File: src/latch_unit_pkg.sv
// Constants shared by the set/reset latch unit and its periodic pulse divider.
// Assumes a single 100 MHz system clock and a 32-bit APB register port.
package latch_unit_pkg;

  // Set and clear source slots
  localparam int unsigned SRC_COUNT = 5;
  localparam int unsigned SRC_SOFT = 0;
  localparam int unsigned SRC_CMP1 = 1;
  localparam int unsigned SRC_CMP2 = 2;
  localparam int unsigned SRC_EXT = 3;
  localparam int unsigned SRC_PERIODIC = 4;

  // Register byte offsets
  localparam logic [7:0] CTRL0_OFFSET = 8'h00;
  localparam logic [7:0] CTRL1_OFFSET = 8'h04;
  localparam logic [7:0] STATUS_OFFSET = 8'h08;

  // latch_control_zero fields
  localparam int unsigned UNIT_ENABLE_BIT = 7;
  localparam int unsigned DIVIDER_LSB = 4;
  localparam int unsigned DIVIDER_WIDTH = 3;
  localparam int unsigned TRUE_PIN_EN_BIT = 3;
  localparam int unsigned INV_PIN_EN_BIT = 2;
  localparam int unsigned SOFT_SET_BIT = 1;
  localparam int unsigned SOFT_CLEAR_BIT = 0;

  // latch_control_one fields
  localparam int unsigned SET_ENABLE_LSB = 0;
  localparam int unsigned CLEAR_ENABLE_LSB = 8;
  localparam int unsigned SYNC_ENABLE_LSB = 16;

  // Status fields
  localparam int unsigned STATUS_LATCH_BIT = 0;
  localparam int unsigned STATUS_SOURCE_LSB = 1;

  // Reset values
  localparam logic [DIVIDER_WIDTH-1:0] DIVIDER_RESET = 3'h0;
  localparam logic [SRC_COUNT-1:0] SET_ENABLE_RESET = 5'h00;
  localparam logic [SRC_COUNT-1:0] CLEAR_ENABLE_RESET = 5'h00;
  localparam logic [1:0] SYNC_ENABLE_RESET = 2'h0;

  // Divide ratio is two to the power of code plus this offset
  localparam int unsigned DIV_EXPONENT_OFFSET = 2;

endpackage

File: src/divider_if.sv
// Carrier between the latch unit and its periodic pulse divider.
// Assumes both ends run on the same system clock.
`timescale 1ns/1ps
interface divider_if;
  logic [latch_unit_pkg::DIVIDER_WIDTH-1:0] code;
  logic pulse;
  modport source (input code, output pulse);
  modport sink (output code, input pulse);
endinterface

File: src/periodic_pulse_gen.sv
// Periodic pulse divider: one-cycle pulse every 2^(code+2) system clocks.
// Assumes code comes from a register in the same clock domain.
`timescale 1ns/1ps
module periodic_pulse_gen #(
  parameter int COUNT_WIDTH = 9
) (
  input wire logic i_clock,
  input wire logic i_sys_rst,
  divider_if.source link
);

  localparam int MAX_SHIFT =
    (1 << latch_unit_pkg::DIVIDER_WIDTH) - 1 + latch_unit_pkg::DIV_EXPONENT_OFFSET;
  localparam logic [COUNT_WIDTH-1:0] ONE = COUNT_WIDTH'(1);

  generate
    if (COUNT_WIDTH < MAX_SHIFT) begin : g_bad_width
      $error("COUNT_WIDTH too small for largest divide ratio");
    end
  endgenerate

  typedef struct packed {
    logic [COUNT_WIDTH-1:0] count;
    logic pulse;
  } state_t;

  state_t st_q;
  state_t st_d;
  logic [COUNT_WIDTH-1:0] terminal;

  // Largest ratio 512 needs count up to 511
  assign terminal = (ONE << (COUNT_WIDTH'(link.code) +
    COUNT_WIDTH'(latch_unit_pkg::DIV_EXPONENT_OFFSET))) - ONE;

  always_comb begin
    st_d = st_q;
    st_d.pulse = 1'b0;
    // Compare with >= so a ratio lowered mid-count wraps at once
    if (st_q.count >= terminal) begin
      st_d.count = '0;
      st_d.pulse = 1'b1;
    end else begin
      st_d.count = st_q.count + ONE;
    end
    if (i_sys_rst) begin
      st_d = '0;
    end
  end

  always_ff @(posedge i_clock) begin
    st_q <= st_d;
  end

  assign link.pulse = st_q.pulse;

  // Helpers for period checks
  logic [COUNT_WIDTH:0] gap_q;
  logic seen_q;
  logic steady_q;
  logic [latch_unit_pkg::DIVIDER_WIDTH-1:0] code_prev_q;

  always_ff @(posedge i_clock) begin
    if (i_sys_rst) begin
      gap_q <= '0;
      seen_q <= 1'b0;
      steady_q <= 1'b0;
      code_prev_q <= '0;
    end else begin
      code_prev_q <= link.code;
      gap_q <= st_q.pulse ? (COUNT_WIDTH+1)'(1) : gap_q + (COUNT_WIDTH+1)'(1);
      seen_q <= seen_q | st_q.pulse;
      steady_q <= st_q.pulse | (steady_q & (link.code == code_prev_q));
    end
  end
endmodule

File: src/set_reset_latch_unit.sv
// Reset-dominant set/reset latch unit with APB registers and two pin outputs.
// Assumes all inputs synchronous to i_clock; pin direction is set elsewhere.
`timescale 1ns/1ps
module set_reset_latch_unit #(
  parameter int ADDR_WIDTH = 8
) (
  input wire logic i_clock,
  input wire logic i_sys_rst,
  input wire logic i_psel,
  input wire logic i_penable,
  input wire logic i_pwrite,
  input wire logic [ADDR_WIDTH-1:0] i_paddr,
  input wire logic [31:0] i_pwdata,
  output logic [31:0] o_prdata,
  output logic o_pready,
  output logic o_pslverr,
  input wire logic i_first_comparator_out,
  input wire logic i_second_comparator_out,
  input wire logic i_first_general_timer_tick,
  input wire logic i_external_latch_input,
  output logic o_true_out_pin,
  output logic o_true_out_oe_n,
  output logic o_inverted_out_pin,
  output logic o_inverted_out_oe_n
);

  localparam int unsigned NSRC = latch_unit_pkg::SRC_COUNT;
  localparam int unsigned DW = latch_unit_pkg::DIVIDER_WIDTH;

  generate
    if (ADDR_WIDTH < 4) begin : g_bad_addr
      $error("ADDR_WIDTH must reach the status register");
    end
  endgenerate

  typedef struct packed {
    logic ready;
    logic slverr;
    logic [31:0] rdata;
    logic unit_en;
    logic [DW-1:0] divider;
    logic true_en;
    logic inv_en;
    logic [NSRC-1:0] set_en;
    logic [NSRC-1:0] clr_en;
    logic [1:0] sync_en;
    logic soft_set;
    logic soft_clr;
    logic [1:0] cmp_held;
    logic latch;
    logic known;
    logic true_pin;
    logic true_oe_n;
    logic inv_pin;
    logic inv_oe_n;
  } state_t;

  localparam state_t STATE_RESET = '{
    divider: latch_unit_pkg::DIVIDER_RESET,
    set_en: latch_unit_pkg::SET_ENABLE_RESET,
    clr_en: latch_unit_pkg::CLEAR_ENABLE_RESET,
    sync_en: latch_unit_pkg::SYNC_ENABLE_RESET,
    true_oe_n: 1'b1,
    inv_oe_n: 1'b1,
    default: '0
  };

  state_t st_q;
  state_t st_d;

  divider_if div_link ();

  periodic_pulse_gen #(
    .COUNT_WIDTH(9)
  ) u_divider (
    .i_clock(i_clock),
    .i_sys_rst(i_sys_rst),
    .link(div_link.source)
  );

  assign div_link.code = st_q.divider;

  logic [1:0] cmp_raw;
  logic [1:0] cmp_synced;
  logic [NSRC-1:0] set_src;
  logic [NSRC-1:0] clr_src;
  logic [NSRC-1:0] set_term;
  logic [NSRC-1:0] clr_term;
  logic set_in;
  logic clr_in;

  assign cmp_raw = {i_second_comparator_out, i_first_comparator_out};

  // Sources differ only in the software slot
  assign set_src = {div_link.pulse, i_external_latch_input, cmp_synced, st_q.soft_set};
  assign clr_src = {div_link.pulse, i_external_latch_input, cmp_synced, st_q.soft_clr};

  genvar gi;
  generate
    for (gi = 0; gi < 2; gi++) begin : g_cmp
      assign cmp_synced[gi] = st_q.sync_en[gi] ? st_q.cmp_held[gi] : cmp_raw[gi];
    end
    for (gi = 0; gi < NSRC; gi++) begin : g_src
      assign set_term[gi] = set_src[gi] & st_q.set_en[gi];
      assign clr_term[gi] = clr_src[gi] & st_q.clr_en[gi];
    end
  endgenerate

  assign set_in = |set_term;
  assign clr_in = |clr_term;

  // APB decode
  logic setup;
  logic done;
  logic hit_ctrl0;
  logic hit_ctrl1;
  logic hit_status;
  logic [31:0] ctrl0_word;
  logic [31:0] ctrl1_word;
  logic [31:0] status_word;

  assign setup = i_psel & ~i_penable;
  assign done = i_psel & i_penable & st_q.ready;
  assign hit_ctrl0 = i_paddr == ADDR_WIDTH'(latch_unit_pkg::CTRL0_OFFSET);
  assign hit_ctrl1 = i_paddr == ADDR_WIDTH'(latch_unit_pkg::CTRL1_OFFSET);
  assign hit_status = i_paddr == ADDR_WIDTH'(latch_unit_pkg::STATUS_OFFSET);

  always_comb begin
    ctrl0_word = '0;
    ctrl0_word[latch_unit_pkg::UNIT_ENABLE_BIT] = st_q.unit_en;
    ctrl0_word[latch_unit_pkg::DIVIDER_LSB +: DW] = st_q.divider;
    ctrl0_word[latch_unit_pkg::TRUE_PIN_EN_BIT] = st_q.true_en;
    ctrl0_word[latch_unit_pkg::INV_PIN_EN_BIT] = st_q.inv_en;
    ctrl0_word[latch_unit_pkg::SOFT_SET_BIT] = st_q.soft_set;
    ctrl0_word[latch_unit_pkg::SOFT_CLEAR_BIT] = st_q.soft_clr;
    ctrl1_word = '0;
    ctrl1_word[latch_unit_pkg::SET_ENABLE_LSB +: NSRC] = st_q.set_en;
    ctrl1_word[latch_unit_pkg::CLEAR_ENABLE_LSB +: NSRC] = st_q.clr_en;
    ctrl1_word[latch_unit_pkg::SYNC_ENABLE_LSB +: 2] = st_q.sync_en;
    status_word = '0;
    status_word[latch_unit_pkg::STATUS_LATCH_BIT] = st_q.latch;
    status_word[latch_unit_pkg::STATUS_SOURCE_LSB +: NSRC] = set_src;
  end

  always_comb begin
    st_d = st_q;
    // Zero-wait slave: ready in the first access cycle
    st_d.ready = setup;
    st_d.slverr = setup & ~(hit_ctrl0 | hit_ctrl1 | hit_status);
    if (setup) begin
      st_d.rdata = hit_ctrl0 ? ctrl0_word :
                   hit_ctrl1 ? ctrl1_word :
                   hit_status ? status_word : 32'h0000_0000;
    end
    // Software pulses last exactly one clock
    st_d.soft_set = 1'b0;
    st_d.soft_clr = 1'b0;
    if (done && i_pwrite && !st_q.slverr) begin
      if (hit_ctrl0) begin
        st_d.unit_en = i_pwdata[latch_unit_pkg::UNIT_ENABLE_BIT];
        st_d.divider = i_pwdata[latch_unit_pkg::DIVIDER_LSB +: DW];
        st_d.true_en = i_pwdata[latch_unit_pkg::TRUE_PIN_EN_BIT];
        st_d.inv_en = i_pwdata[latch_unit_pkg::INV_PIN_EN_BIT];
        st_d.soft_set = i_pwdata[latch_unit_pkg::SOFT_SET_BIT];
        st_d.soft_clr = i_pwdata[latch_unit_pkg::SOFT_CLEAR_BIT];
      end
      if (hit_ctrl1) begin
        st_d.set_en = i_pwdata[latch_unit_pkg::SET_ENABLE_LSB +: NSRC];
        st_d.clr_en = i_pwdata[latch_unit_pkg::CLEAR_ENABLE_LSB +: NSRC];
        st_d.sync_en = i_pwdata[latch_unit_pkg::SYNC_ENABLE_LSB +: 2];
      end
    end
    // Comparator resample on each timer tick
    if (i_first_general_timer_tick) begin
      st_d.cmp_held = cmp_raw;
    end
    // Reset wins over set
    if (clr_in) begin
      st_d.latch = 1'b0;
    end else if (set_in) begin
      st_d.latch = 1'b1;
    end
    if (i_sys_rst) begin
      st_d = STATE_RESET;
      st_d.latch = st_q.latch;
    end
    // Check helper: latch is only defined once an input has driven it
    st_d.known = st_q.known | set_in | clr_in;
    // Pins follow the next latch value so they match the latch each cycle
    st_d.true_oe_n = ~(st_d.unit_en & st_d.true_en);
    st_d.inv_oe_n = ~(st_d.unit_en & st_d.inv_en);
    st_d.true_pin = st_d.latch & ~st_d.true_oe_n;
    st_d.inv_pin = ~st_d.latch & ~st_d.inv_oe_n;
  end

  always_ff @(posedge i_clock) begin
    st_q <= st_d;
  end

  assign o_prdata = st_q.rdata;
  assign o_pready = st_q.ready;
  assign o_pslverr = st_q.slverr;
  assign o_true_out_pin = st_q.true_pin;
  assign o_true_out_oe_n = st_q.true_oe_n;
  assign o_inverted_out_pin = st_q.inv_pin;
  assign o_inverted_out_oe_n = st_q.inv_oe_n;
endmodule

File: config.mk
export PLATFORM = sky130hd
export DESIGN_NAME = set_reset_latch_unit
export DESIGN_NICKNAME = d
export VERILOG_FILES = /design/src/latch_unit_pkg.sv /design/src/divider_if.sv /design/src/periodic_pulse_gen.sv /design/src/set_reset_latch_unit.sv
export SDC_FILE = /design/constraint.sdc
export NUM_CORES = 1
export LEC_CHECK = 0
export ABC_AREA = 1
export BUFFER_PORTS_ARGS = -buffer_cell sky130_fd_sc_hd__buf_2
export CORE_MARGIN = 4
export CORE_UTILIZATION = 40
export CTS_CLUSTER_DIAMETER = 60
export DETAILED_ROUTE_END_ITERATION = 12
export PLACE_DENSITY = 0.74
export REMOVE_ABC_BUFFERS = 1
export SLEW_MARGIN = 5
export SYNTH_ARGS = -nofsm -noshare
export SYNTH_HDL_FRONTEND = slang
export SYNTH_HIERARCHICAL = 1
export SYNTH_SLANG_ARGS = --single-unit
File: constraint.sdc
create_clock -name i_clock -period 4.1 [get_ports i_clock]
set_clock_uncertainty 0.2 [all_clocks]
set_input_delay 0.205 -clock i_clock [delete_from_list [all_inputs] [get_ports i_clock]]
set_output_delay 0.205 -clock i_clock [all_outputs]
set_load 0.01 [all_outputs]
Word level (Yosys, flattened, before mapping) --
Cells that the tools add are included.
Word-level totals: flip-flop bits (word level) 58, input port bits 49, output and inout port bits 38, word-level logic and storage cells 81
Cells by class: add/subtract/negate cells 3, order comparisons 1, eq/ne operators 2, shift operators 1, muxes and demuxes 14, bitwise gates (word level) 29, reduce and logical (&&, ||, !) cells 10
Operators with widths (count):
- 18-bit 2-to-1 mux | 2
- 28-bit 2-to-1 mux | 1
- 20-bit 2-to-1 mux | 1
- 1-bit bitwise AND | 18
- 12-bit 2-to-1 mux | 1
- 6-bit 2-to-1 mux | 2
- 5-bit OR reduction | 2
- 9-bit by 1-bit adder with 9-bit output (second input constant) | 1
- 9-bit greater-or-equal comparator | 1
- 1-bit by 9-bit left shift with 9-bit output (first input constant) | 1
- 9-bit by 1-bit subtractor with 9-bit output (second input constant) | 1
- 8-bit by 3-bit equality test with 1-bit output (second input constant) | 1
- 8-bit by 4-bit equality test with 1-bit output (second input constant) | 1
- 8-bit logical NOT | 1
- 1-bit inverter | 7
- 1-bit 2-to-1 mux | 5
- 3-bit by 2-bit adder with 4-bit output (second input constant) | 1
- 2-bit 2-to-1 mux | 2
- 1-bit OR | 4
- 2-bit AND reduction | 2
- 3-bit OR reduction | 1
- 1-bit logical AND | 2
- 2-bit OR reduction | 1
- 1-bit logical NOT | 1

Logic depth before layout (Yosys ltp) --
Gate-level depths: netlist of run 1.
depth in word-level cells 8, mapped depth 16, gate-level depth less buffers 16

Cells and area by module --
The synthesis of run 1 kept the hierarchy.
Modules (own cells, without submodules):
- set_reset_latch_unit | times used 1, cells an instance 283, area an instance 2074.5 um^2, sequential area each 880.8 um^2
- periodic_pulse_gen | times used 1, cells an instance 114, area an instance 863.3 um^2, sequential area each 200.2 um^2

Least setup slack after synthesis of run 1 --
OpenSTA, ideal clock, no wires.
path kind register to register, from reg st_q, in the netlist div_link.code[1], to reg u_divider/st_q[2] (netlist bit), library setup time 0.066 ns, arrival 2.435 ns, data required time 3.834 ns, path slack 1.399 ns, cell stages (with the launch flop) 16, buffers on the path 0, clock period less this slack 2.701 ns, path through dfxtp_1 inv_2 ha_1 nor2_1 nand3_1 ha_1 o21ai_0 xnor2_1 ha_1 nand2_1 nor2_1 nand2_1 nand2_1 nor2_4 nand4_4 nor2_1
On the way: longest elaborated chain between the ends 5
Ends and longest elaborated chain:
- start: declaration | RTL line set_reset_latch_unit.sv:68 | state_t st_q;
- start signal: assignment | RTL line set_reset_latch_unit.sv:197 | st_q <= st_d;
- 3-bit by 2-bit adder with 4-bit output | RTL line periodic_pulse_gen.sv:32 | assign terminal = (ONE << (COUNT_WIDTH'(link.code) +
- 1-bit by 9-bit left shift with 9-bit output | RTL line periodic_pulse_gen.sv:32
- 9-bit by 1-bit subtractor with 9-bit output | RTL line periodic_pulse_gen.sv:33 | COUNT_WIDTH'(latch_unit_pkg::DIV_EXPONENT_OFFSET))) - ONE;
- 9-bit greater-or-equal comparator | RTL line periodic_pulse_gen.sv:39 | if (st_q.count >= terminal) begin
- 2-bit OR reduction (no line)
- end signal: assignment | RTL line periodic_pulse_gen.sv:51 | st_q <= st_d;
- end: declaration | RTL line periodic_pulse_gen.sv:27 | state_t st_q;
No other way between the ends. A chain may end at the register's enable or synchronous reset.

Worst setup path after layout of run 1 --
from reg st_q, in the netlist div_link.code[1], to reg u_divider/st_q[7] (netlist bit)
Same word-level chain as after synthesis.

==> metrics.md, run 1 <==
| Metric | Value |
|---|---|
| Share of cells above drive strength 1 | 18.8% |
| Final min period | 3.16 ns |
| Gr usage total | 15.1% |
| Fmax | 316 MHz |
| Number of I/O port buffers | 52 |
| Number of antenna violations at the first check in global routing | 0 |
| Commonest cells post-synth | nand2_1 (74), dfxtp_1 (54), nor2_1 (45), inv_1 (40), buf_4 (32) |
| Drt initial violations | 166 |
| Site Rows | 30 |
| LEAKAGE | 0.00158 uW |
| DR pass1 iterations | 4 |
| Hpwl dp | 4750 um |
| GR Util met1 | 18.6% |
| Most common cell in the synthesized netlist | nand2_1 |
| Worst-margin pin slew | 0.886 ns |
| Postcts setup bufs | 0 |
| GR Util met3 | 2.24% |
| Crit path max fanout | 9 |
| Critical path required time | 4.16 ns |
| Fraction of the yosys area taken by sequential cells | 36.8% |
| Layer carrying the most global-route usage | met2 |
| Grt total ovfl | 0 |
| RSZ-0062 raised after global routing | no |
| Fill count | 721 |
| Pin count of the biggest net entering global routing | 35 |
| M2 GR Usage | 26.8% |
| CTS max path bufs | 2 |
| Max_cap viols | 0 |
| Clock insertion delay at the later pin of the skew report | 0.31 ns |
| Critical Path AT | 3.22 ns |
| Slew HR | 40.8% |
| TritonCTS clock tree | done |
| Post-synth cell types | 29 |
| Post-DRT Antenna Nets | 0 |
| Post-synth top area cell | dfxtp_1 |
| Slowest CP cell | dfxtp_1 |
| Tcrit/Tclk final | 77.1% |
| WS Path Type | flop to flop |
| Final net count | 518 |
| Die width | 93.7 um |
| H-tree depth | 2 |
| Status | finished clean |
| Largest delay share family, worst path | simple AND/OR/NAND/NOR gates |
| Design Power | 1090 uW |
| Yosys top cell area share | 36.8% |
| Crit-path max cell delay | 0.53 ns |
| Synth Warn # | 6 |
| Placer Congestion | 0.827 |
| Cell Pwr Density | 322 nW/um^2 |
| Number of buffers and inverters on the critical path | 1 |
| Top post-synthesis cells by area | dfxtp_1 (37%), nand2_1 (9.5%), buf_4 (8.2%) |
| Setup TNS | 0 ns |
| Reg clk slew, reported paths | 0.10 ns |
| Cell Area, Synth | 2940 um^2 |
| TritonCTS buffer count | 5 |
| Cell Count, Final, Fillers Out | 549 |
| Hold Crit Class | primary input to flop |
| Number of clock sinks | 54 |
| Final wirelength | 6540 um |
| Die height | 93.7 um |
| Post-synthesis async set-or-reset flop share | 0% |
| Vias in the first global route | 2433 |
| Number of flops mapped to enable cells by yosys | 0 |
| Slew Viols, Final | 0 |
| Critical path capture point type | flop |
| Via density | 4.66 |
| Core Area | 6980 um^2 |
| Startpoint Class | flop |
| First-pass GRT wire length | 10800 um |
| Final Hold Fails | 0 |
| CP cell instances | inv_2 > ha_1 > nor2_1 > nand3_1 > ha_1 > o21ai_0 > xnor2_1 > ha_1 > nand2_1 > nor2_1 > nand2_1 > nand2_1 > nor2_4 > nand4_4 > nor2_1 |
| Synth Flop Type | dfxtp_1 |
| Placed insts | 521 |
| Avg Inst Size Synth | 7.40 um^2 |
| DR WL/cell | 11.9 um |
| Worst VDD drop | 0.157 mV |
| Initial Utilization | 42.1% |
| Final setup violation count | 0 |
| Via Count | 2561 |
| Inserted Diodes | 0 |
| # DRC | 0 |
| Syn Inst Count | 397 |
| Synth-to-Final Area Change | 15.9% |
| Clock root buffer | clkbuf_8 |
| Post-layout util | 48.8% |
| Flops & latches, synth | 54 |
| DIE AREA | 8780 um^2 |
| Io pins | 87 |
## report_power, final
group | internal, uW | total, uW | switching [uW]
clock network | 185 | 373 | 188
registers | 546 | 567 | 21.1
logic | 64.4 | 154 | 90.0
total | 796 | 1090 | 299
## repair_timing
| action | CTS | global route |
|---|---|---|
| endpoints found under the hold margin | 22 | 0 |
| hold buffers | 20 | 0 |
| gates resized for setup | 0 | 0 |
## logic make-up after synthesis
| logic type | Yosys count | synth area share [%] |
|---|---|---|
| DFF | 54 | 36.8 |
| xor gates and xnor gates | 10 | 2.98 |
| and+or+nand+nor | 167 | 26.2 |
| buffers and inverters | 86 | 15.9 |
| adders and majority gates | 17 | 7.24 |
| AOI/OAI and AO/OA | 62 | 10.8 |
| other | 1 | 0.128 |
## worst min-delay path: stages
cell and delay (ns):
buf_2 0.12, nand3_1 0.09, a31oi_1 0.08
## cells in the final DEF (no fill, tap or decap), types with 3 or more instances in the layout
| cell | synthesis | final |
|---|---|---|
| nor2_2 | 5 | 5 |
| nand3_1 | 23 | 23 |
| ha_1 | 17 | 17 |
| nand2_1 | 74 | 74 |
| dfxtp_1 | 54 | 54 |
| nand4_1 | 3 | 3 |
| nor2_1 | 45 | 45 |
| o21ai_0 | 29 | 29 |
| clkbuf_8 | 0 | 5 |
| buf_2 | 1 | 52 |
| dlygate4sd3_1 | 0 | 20 |
| conb_1 | 1 | 17 |
| inv_2 | 4 | 4 |
| inv_1 | 40 | 40 |
| xnor2_1 | 8 | 8 |
| nor2_4 | 6 | 6 |
| a31oi_1 | 3 | 3 |
| nand2_2 | 5 | 5 |
| a21oi_1 | 29 | 29 |
## metrics by stage
step	setup slack, ns	hold slack, ns	instance area [um^2]
4_1_cts	0.941	0.0181	3400
3_3_place_gp	1.17	0.221	3090
5_1_grt	0.715	0.0203	3400
2_1_floorplan	1.40	0.0741	2700
6_report	0.937	0.0258	3400
3_5_place_dp	0.967	0.225	3090
## path summary, 6_finish.rpt
path                                               startpoint                            to  slack [ns]  cells after the start
worst max-delay path            div_link.code[1]$_SDFFE_PP0P_  u_divider/st_q[7]$_SDFF_PP0_        0.94                     15
worst min-delay path                   i_external_latch_input      o_prdata[4]$_SDFFE_PP0P_        0.03                      3
worst max register to register  div_link.code[1]$_SDFFE_PP0P_  u_divider/st_q[7]$_SDFF_PP0_        0.94                     15
worst min register to register       o_prdata[5]$_SDFFE_PP0P_      o_prdata[5]$_SDFFE_PP0P_        0.27                      2
## layer usage
metal | up-vias | wire length (um)
met2 | 74 | 3180
met3 | 11 | 367
li1 | 1316 | -
met1 | 1160 | 2880
met5 | - | 0
met4 | 0 | 117
## layout make-up
type	count	area (um^2)	share of cell area, %
multi-input combinational	273	1450	42.6
sequential	54	1080	31.8
timing repair buffer	73	468	13.7
inverter	45	169	4.96
tap	96	120	3.53
clock buffer	5	68.8	2.02
clock inverter	3	47.5	1.40
## sequential cells by signal, indices dropped and copies added (netlist names)
signal and cells:
clr_src 1, ctrl0_word 4, ctrl1_word 12, div_link.code 3, o_inverted_out_oe_n 1, o_inverted_out_pin 1, o_prdata 15, o_pready 1
o_pslverr 1, o_true_out_oe_n 1, o_true_out_pin 1, st_q 3, u_divider/link.pulse 1, u_divider/st_q 9
No activity file was read; power rests on OpenSTA's default activity.
==> run 2, diff against run 1 <==
==> constraint.sdc (replaced) <==
create_clock -name i_clock -period 3.3 [get_ports i_clock]
set_clock_uncertainty 0.2 [all_clocks]
set_input_delay 0.165 -clock i_clock [delete_from_list [all_inputs] [get_ports i_clock]]
set_output_delay 0.165 -clock i_clock [all_outputs]
set_load 0.01 [all_outputs]
==> run 2 against run 1 <==
  * Setup slack lost 0.72 ns
  * Routed wire length fell by 0.50%
  * Total power rose by 18%
  * Register-to-register slack lost 0.72 ns
  * Highest routed layer unchanged
==> metrics.md, run 2 (synthesized netlist as in run 1, its figures left out) <==
| Metric | Value |
|---|---|
| Via Count | 2531 (-1.2%) |
| Synth-to-Final Area Change | 15.3% |
| Reg clk slew, reported paths | 0.10 ns (about the same) |
| Final setup violation count | 0 (unchanged) |
| First-pass GRT wire length | 11100 um (+2.0%) |
| TritonCTS clock tree | done |
| Inserted Diodes | 0 (unchanged) |
| Final Hold Fails | 0 (unchanged) |
| Number of antenna violations at the first check in global routing | 0 (unchanged) |
| Clock root buffer | clkbuf_8 |
| Final min period | 3.08 ns (-0.0843 ns) |
| Drt initial violations | 182 (+9.6%) |
| Fmax | 325 MHz (+2.7%) |
| Final net count | 518 (unchanged) |
| Io pins | 87 (unchanged) |
| Placer Congestion | 0.825 (-0.16%) |
| Number of I/O port buffers | 52 (unchanged) |
| Max reg flops | 15 (unchanged) |
| Critical path capture point type | flop |
| Critical Path AT | 3.12 ns (-0.10 ns) |
| H-tree depth | 2 (unchanged) |
| Number of clock sinks | 54 (unchanged) |
| Critical path required time | 3.35 ns (-0.81 ns) |
| CTS max path bufs | 2 (unchanged) |
| Commonest non-fill, non-tap cell in the layout | nand2_1 |
| RSZ-0062 raised after global routing | no |
| DR pass1 iterations | 4 (unchanged) |
| Post-DRT Antenna Nets | 0 (unchanged) |
| Status | finished clean |
| Most frequent cells in the layout | nand2_1 (74), dfxtp_1 (54), buf_2 (52) |
| Via density | 4.61 (-1.2%) |
| Gr usage total | 15.5% (+0.35 points) |
| Crit path max fanout | 9 (unchanged) |
| Clock insertion delay at the later pin of the skew report | 0.31 ns (about the same) |
| TritonCTS buffer count | 5 (unchanged) |
| Hold Crit Class | primary input to flop |
| R2R cell count | 15 (unchanged) |
| Grt total ovfl | 0 (unchanged) |
| Core Area | 6980 um^2 (unchanged) |
| Slew HR | 40.8% (about the same) |
| Worst-margin pin slew | 0.887 ns (+0.000435 ns) |
| WHS | 0.0233 ns (-0.00249 ns) |
| Max_cap viols | 0 (unchanged) |
| DIE AREA | 8780 um^2 (unchanged) |
| Worst VDD drop | 0.187 mV (+19%) |
| Tcrit/Tclk final | 93.3% (+16 points) |
| Slew Viols, Final | 0 (unchanged) |
| Die width | 93.7 um (unchanged) |
| Initial Utilization | 42.1% (unchanged) |
| DR WL/cell | 11.9 um (-0.50%) |
| Die height | 93.7 um (unchanged) |
| Final wirelength | 6510 um (-0.50%) |
| Share of cells above drive strength 1 | 18.8% (unchanged) |
| Site Rows | 30 (unchanged) |
| # DRC | 0 (unchanged) |
| WS Path Type | flop to flop |
| Vias in the first global route | 2435 (+0.082%) |
| LEAKAGE | 0.00157 uW (-0.87%) |
| Startpoint Class | flop |
| Hpwl dp | 4740 um (-0.10%) |
| Cell Pwr Density | 381 nW/um^2 (+19%) |
| Hold Path Depth | 5 (+2) |
| Pin count of the biggest net entering global routing | 35 (unchanged) |
| Setup TNS | 0 ns (unchanged) |
-- run 2: worst max-delay path, stage by stage (launching register included) --
cell and delay [ns]:
dfxtp_1 0.54, inv_2 0.11, ha_1 0.36, nor2_1 0.17, nand3_1 0.09, ha_1 0.24
o21ai_0 0.20, xnor2_1 0.14, ha_1 0.26, nand2_1 0.09, nor2_1 0.06, nand2_1 0.06
nand2_1 0.07, nor2_4 0.12, nand4_4 0.17, nor2_1 0.14
-- run 2: where the power goes --
part	switching [uW]	internal [uW]	leakage [uW]
Clock	223	173	0.0000478
Combinational	111	81.0	0.00108
Sequential	24.8	679	0.000439
Total	358	933	0.00157
-- run 2: layout make-up --
type                       count  area, um^2
fill                         694        3590
multi-input combinational    273        1450
sequential                    54        1080
timing repair buffer          73         468
inverter                      45         169
tap                           96         120
clock buffer                   6        82.6
clock inverter                 2        16.3
-- run 2: through the flow --
| step | area, um^2 | util [%] | setup slack, ns | power [uW] | std cells |
|---|---|---|---|---|---|
| floorplan | 2700 | - | 0.599 | 832 | 372 |
| global placement | 3090 | 44.2 | 0.378 | 887 | 521 |
| detailed placement | 3090 | 44.2 | 0.299 | 892 | 521 |
| CTS | 3390 | 48.5 | 0.261 | 1300 | 549 |
| global route | 3390 | 48.5 | 0.0213 | 1360 | 549 |
| finish | 3390 | 48.5 | 0.222 | 1290 | 549 |
-- run 2: timing repair --
action	4_1_cts	5_1_grt
setup buffers	0	0
gates resized for setup	0	0
hold buffers	20	0
endpoints found under the hold margin	25	0
-- run 2: final timing paths --
kind	start	endpoint	slack, ns
worst min-delay path	i_pwdata[7]	ctrl0_word[7]$_DFF_P_	0.02
worst min register to register	o_prdata[5]$_SDFFE_PP0P_	o_prdata[5]$_SDFFE_PP0P_	0.27
worst max-delay path	div_link.code[1]$_SDFFE_PP0P_	u_divider/st_q[7]$_SDFF_PP0_	0.22
worst max register to register	div_link.code[1]$_SDFFE_PP0P_	u_divider/st_q[7]$_SDFF_PP0_	0.22
-- run 2: per-layer routing --
layer,vias up,GRT usage (%),share of wire [%]
li1,1316,-,-
met1,1123,19.9,44
met2,84,26.4,49
met3,8,2.56,5.8
met4,0,4.81,1.3
met5,-,0,0
==> run 3, diff against run 2 <==
--- a/config.mk
+++ b/config.mk
@@ -7,11 +7,13 @@
 export LEC_CHECK = 0
 export ABC_AREA = 1
 export BUFFER_PORTS_ARGS = -buffer_cell sky130_fd_sc_hd__buf_2
+export CELL_PAD_IN_SITES_DETAIL_PLACEMENT = 1
+export CELL_PAD_IN_SITES_GLOBAL_PLACEMENT = 2
 export CORE_MARGIN = 4
-export CORE_UTILIZATION = 40
+export CORE_UTILIZATION = 28
 export CTS_CLUSTER_DIAMETER = 60
 export DETAILED_ROUTE_END_ITERATION = 12
-export PLACE_DENSITY = 0.74
+export PLACE_DENSITY = 0.89
 export REMOVE_ABC_BUFFERS = 1
 export SLEW_MARGIN = 5
 export SYNTH_ARGS = -nofsm -noshare
==> run 3 against run 2 <==
  * Maximum frequency is 7.5% higher
  * Sequential cell count is the same
  * Routed wire length rose by 17%
  * Non-clock buffer count is the same
  * Total power grew 1.6%
  * Design area increased by 1.4%
  * Combinational power grew 3%
  * Setup slack gained 0.22 ns
==> metrics.md, run 3 (synthesized netlist as in run 1, its figures left out) <==
| Metric | Value |
|---|---|
| RSZ-0062 raised after global routing | no |
| Vias in the first global route | 2678 (+10%) |
| Fmax | 349 MHz (+7.5%) |
| Post-DRT Antenna Nets | 0 (unchanged) |
| LEAKAGE | 0.00157 uW (+0.12%) |
| Max reg flops | 15 (unchanged) |
| Clock insertion delay at the later pin of the skew report | 0.32 ns (about the same) |
| Slew HR | 39.0% (-1.8 points) |
| Placement Cell Area | 3150 um^2 (+1.9%) |
| Number of I/O port buffers | 52 (unchanged) |
| # DRC | 0 (unchanged) |
| Grt total ovfl | 0 (unchanged) |
| Tcrit/Tclk final | 86.8% (-6.5 points) |
| Synth-to-Final Area Change | 16.9% |
| Io pins | 87 (unchanged) |
| Most frequent cells in the layout | nand2_1 (74), dfxtp_1 (53), buf_2 (52) |
| Hpwl dp | 5660 um (+19%) |
| DR WL/cell | 12.9 um (+9.2%) |
| Worst-margin pin slew | 0.914 ns (+0.0274 ns) |
| Startpoint Class | flop |
| Site Rows | 37 (+23%) |
| DIE AREA | 12200 um^2 (+39%) |
| Postcts setup bufs | 0 (unchanged) |
| Worst VDD drop | 0.171 mV (-8.5%) |
| Initial Utilization | 28.6% (-13 points) |
| H-tree depth | 2 (unchanged) |
| Final Hold Fails | 0 (unchanged) |
| TritonCTS buffer count | 5 (unchanged) |
| Number of clock sinks | 54 (unchanged) |
| Commonest non-fill, non-tap cell in the layout | nand2_1 |
| Area of the multi-input gates | 1450 um^2 (unchanged) |
| Final min period | 2.86 ns (-0.215 ns) |
| Number of antenna violations at the first check in global routing | 0 (unchanged) |
| Gr usage total | 12.7% (-2.7 points) |
| R2R Setup Slk | 0.44 ns (+0.22 ns) |
| Final setup violation count | 0 (unchanged) |
| Die width | 110 um (+18%) |
| R2R cell count | 15 (unchanged) |
| Critical Path Stages | 15 (unchanged) |
| Critical Path AT | 2.92 ns (-0.20 ns) |
| Slowest CP cell | dfxtp_2 |
| Critical path required time | 3.36 ns (about the same) |
| Crit path max fanout | 9 (unchanged) |
| Die height | 110 um (+18%) |
| First-pass GRT wire length | 13000 um (+18%) |
| CP cell instances | inv_1 > ha_1 > nor2_1 > nand3_1 > ha_1 > o21ai_0 > xnor2_1 > ha_1 > nand2_1 > nor2_1 > nand2_1 > nand2_1 > nor2_4 > nand4_4 > nor2_1 |
| R2r endpoint | u_divider/st_q[5]$_SDFF_PP0_ |
| Core Area | 10300 um^2 (+47%) |
| TritonCTS clock tree | done |
| CTS max path bufs | 2 (unchanged) |
| Cell Pwr Density | 382 nW/um^2 (+0.24%) |
| Register area | 1080 um^2 (+0.12%) |
| Number of buffers and inverters on the critical path | 1 (unchanged) |
| Slew Viols, Final | 0 (unchanged) |
| Reg clk slew, reported paths | 0.11 ns (about the same) |
| Placer Congestion | 0.787 (-4.7%) |
| WS Path Type | flop to flop |
| Via density | 4.36 (-5.5%) |
| DR pass1 iterations | 4 (unchanged) |
| Final wirelength | 7620 um (+17%) |
| Inserted Diodes | 0 (unchanged) |
| Final Cell Area | 3430 um^2 (+1.4%) |
| Reg-to-reg startpoint | div_link.code[2]$_SDFFE_PP0P_ |
| Largest delay share family, worst path | simple AND/OR/NAND/NOR gates |
| Critical path capture point type | flop |
| Via Count | 2567 (+1.4%) |
| Status | finished clean |
| Crit-path max cell delay | 0.39 ns (-0.15 ns) |
| Final net count | 518 (unchanged) |
| Hold Crit Class | primary input to flop |
| Drt initial violations | 117 (-36%) |
| Share of cells above drive strength 1 | 19.2% (+0.44 points) |
| Critical path startpoint | div_link.code[2]$_SDFFE_PP0P_ |
| CP endpoint | u_divider/st_q[5]$_SDFF_PP0_ |
| Fill count | 1314 (+89%) |
| Pin count of the biggest net entering global routing | 35 (unchanged) |
| Setup TNS | 0 ns (unchanged) |
| Clock root buffer | clkbuf_8 |
| Max_cap viols | 0 (unchanged) |
[run 3: cell count changes in the layout (fill, tap and decap cells not counted), sizes merged]
cell         before  now
buf              53   54
clkbuf            6    5
clkinv            1    2
clkinvlp          1    0
dlygate4sd3      20   19
inv              45   46
[run 3: worst min-delay path by stage]
stage	start	to	slack, ns	depth (start not counted)
finish	i_pwdata[7]	ctrl0_word[7]$_DFF_P_	0.02	5
CTS	i_pwdata[7]	ctrl0_word[7]$_DFF_P_	0.02	5
global route	i_pwdata[7]	ctrl0_word[7]$_DFF_P_	0.04	5
detailed placement	i_first_general_timer_tick	st_q[6]$_SDFFE_PP0P_	0.20	2
floorplan	i_sys_rst	o_prdata[0]$_SDFFE_PP0P_	0.03	1
global placement	i_pwdata[11]	ctrl1_word[11]$_SDFFE_PP0P_	0.19	3
[run 3: tightest hold or removal path: stages]
cell and delay (ns):
buf_2 0.09, inv_1 0.04, nand3_1 0.07, nand2_1 0.07
nor2_2 0.05
[run 3: per-stage QoR]
step                      hold slack (ns)  util (%)  setup slack [ns]  cells  total power (uW)
after floorplan                    0.0341         -             0.599    372               832
after global placement              0.189      30.6             0.433    562               895
after detailed placement            0.203      30.6             0.327    562               902
after CTS                          0.0228      33.4             0.309    589              1330
after global routing               0.0426      33.4            0.0843    589              1390
final                              0.0230      33.4             0.437    589              1310
[run 3: routing by layer]
metal,up-vias,part of all wire (%),track usage (%)
met5,-,0,0
met2,41,52,23.3
met3,5,3.1,2.19
li1,1320,-,-
met4,0,0.85,2.71
met1,1201,44,15.6
[run 3: layout make-up]
cell class	count	share of cell area (%)
Clock inverter	3	0.838
Timing Repair Buffer	73	13.6
Sequential cell	54	31.5
Clock buffer	5	2.00
Multi-Input combinational cell	273	42.2
Tap cell	136	4.95
Inverter	45	4.92
[run 3: power breakdown]
part           total, uW  switching, uW  internal, uW
Sequential           706           26.9           679
Combinational        198            116          81.9
Clock                409            249           160
Total               1310            392           920
[run 3: what timing repair did]
action | in CTS | in global routing
endpoints found under the setup margin | 0 | 2
resized for setup | 0 | 1
hold buffers | 19 | 0
endpoints found under the hold margin | 25 | 0
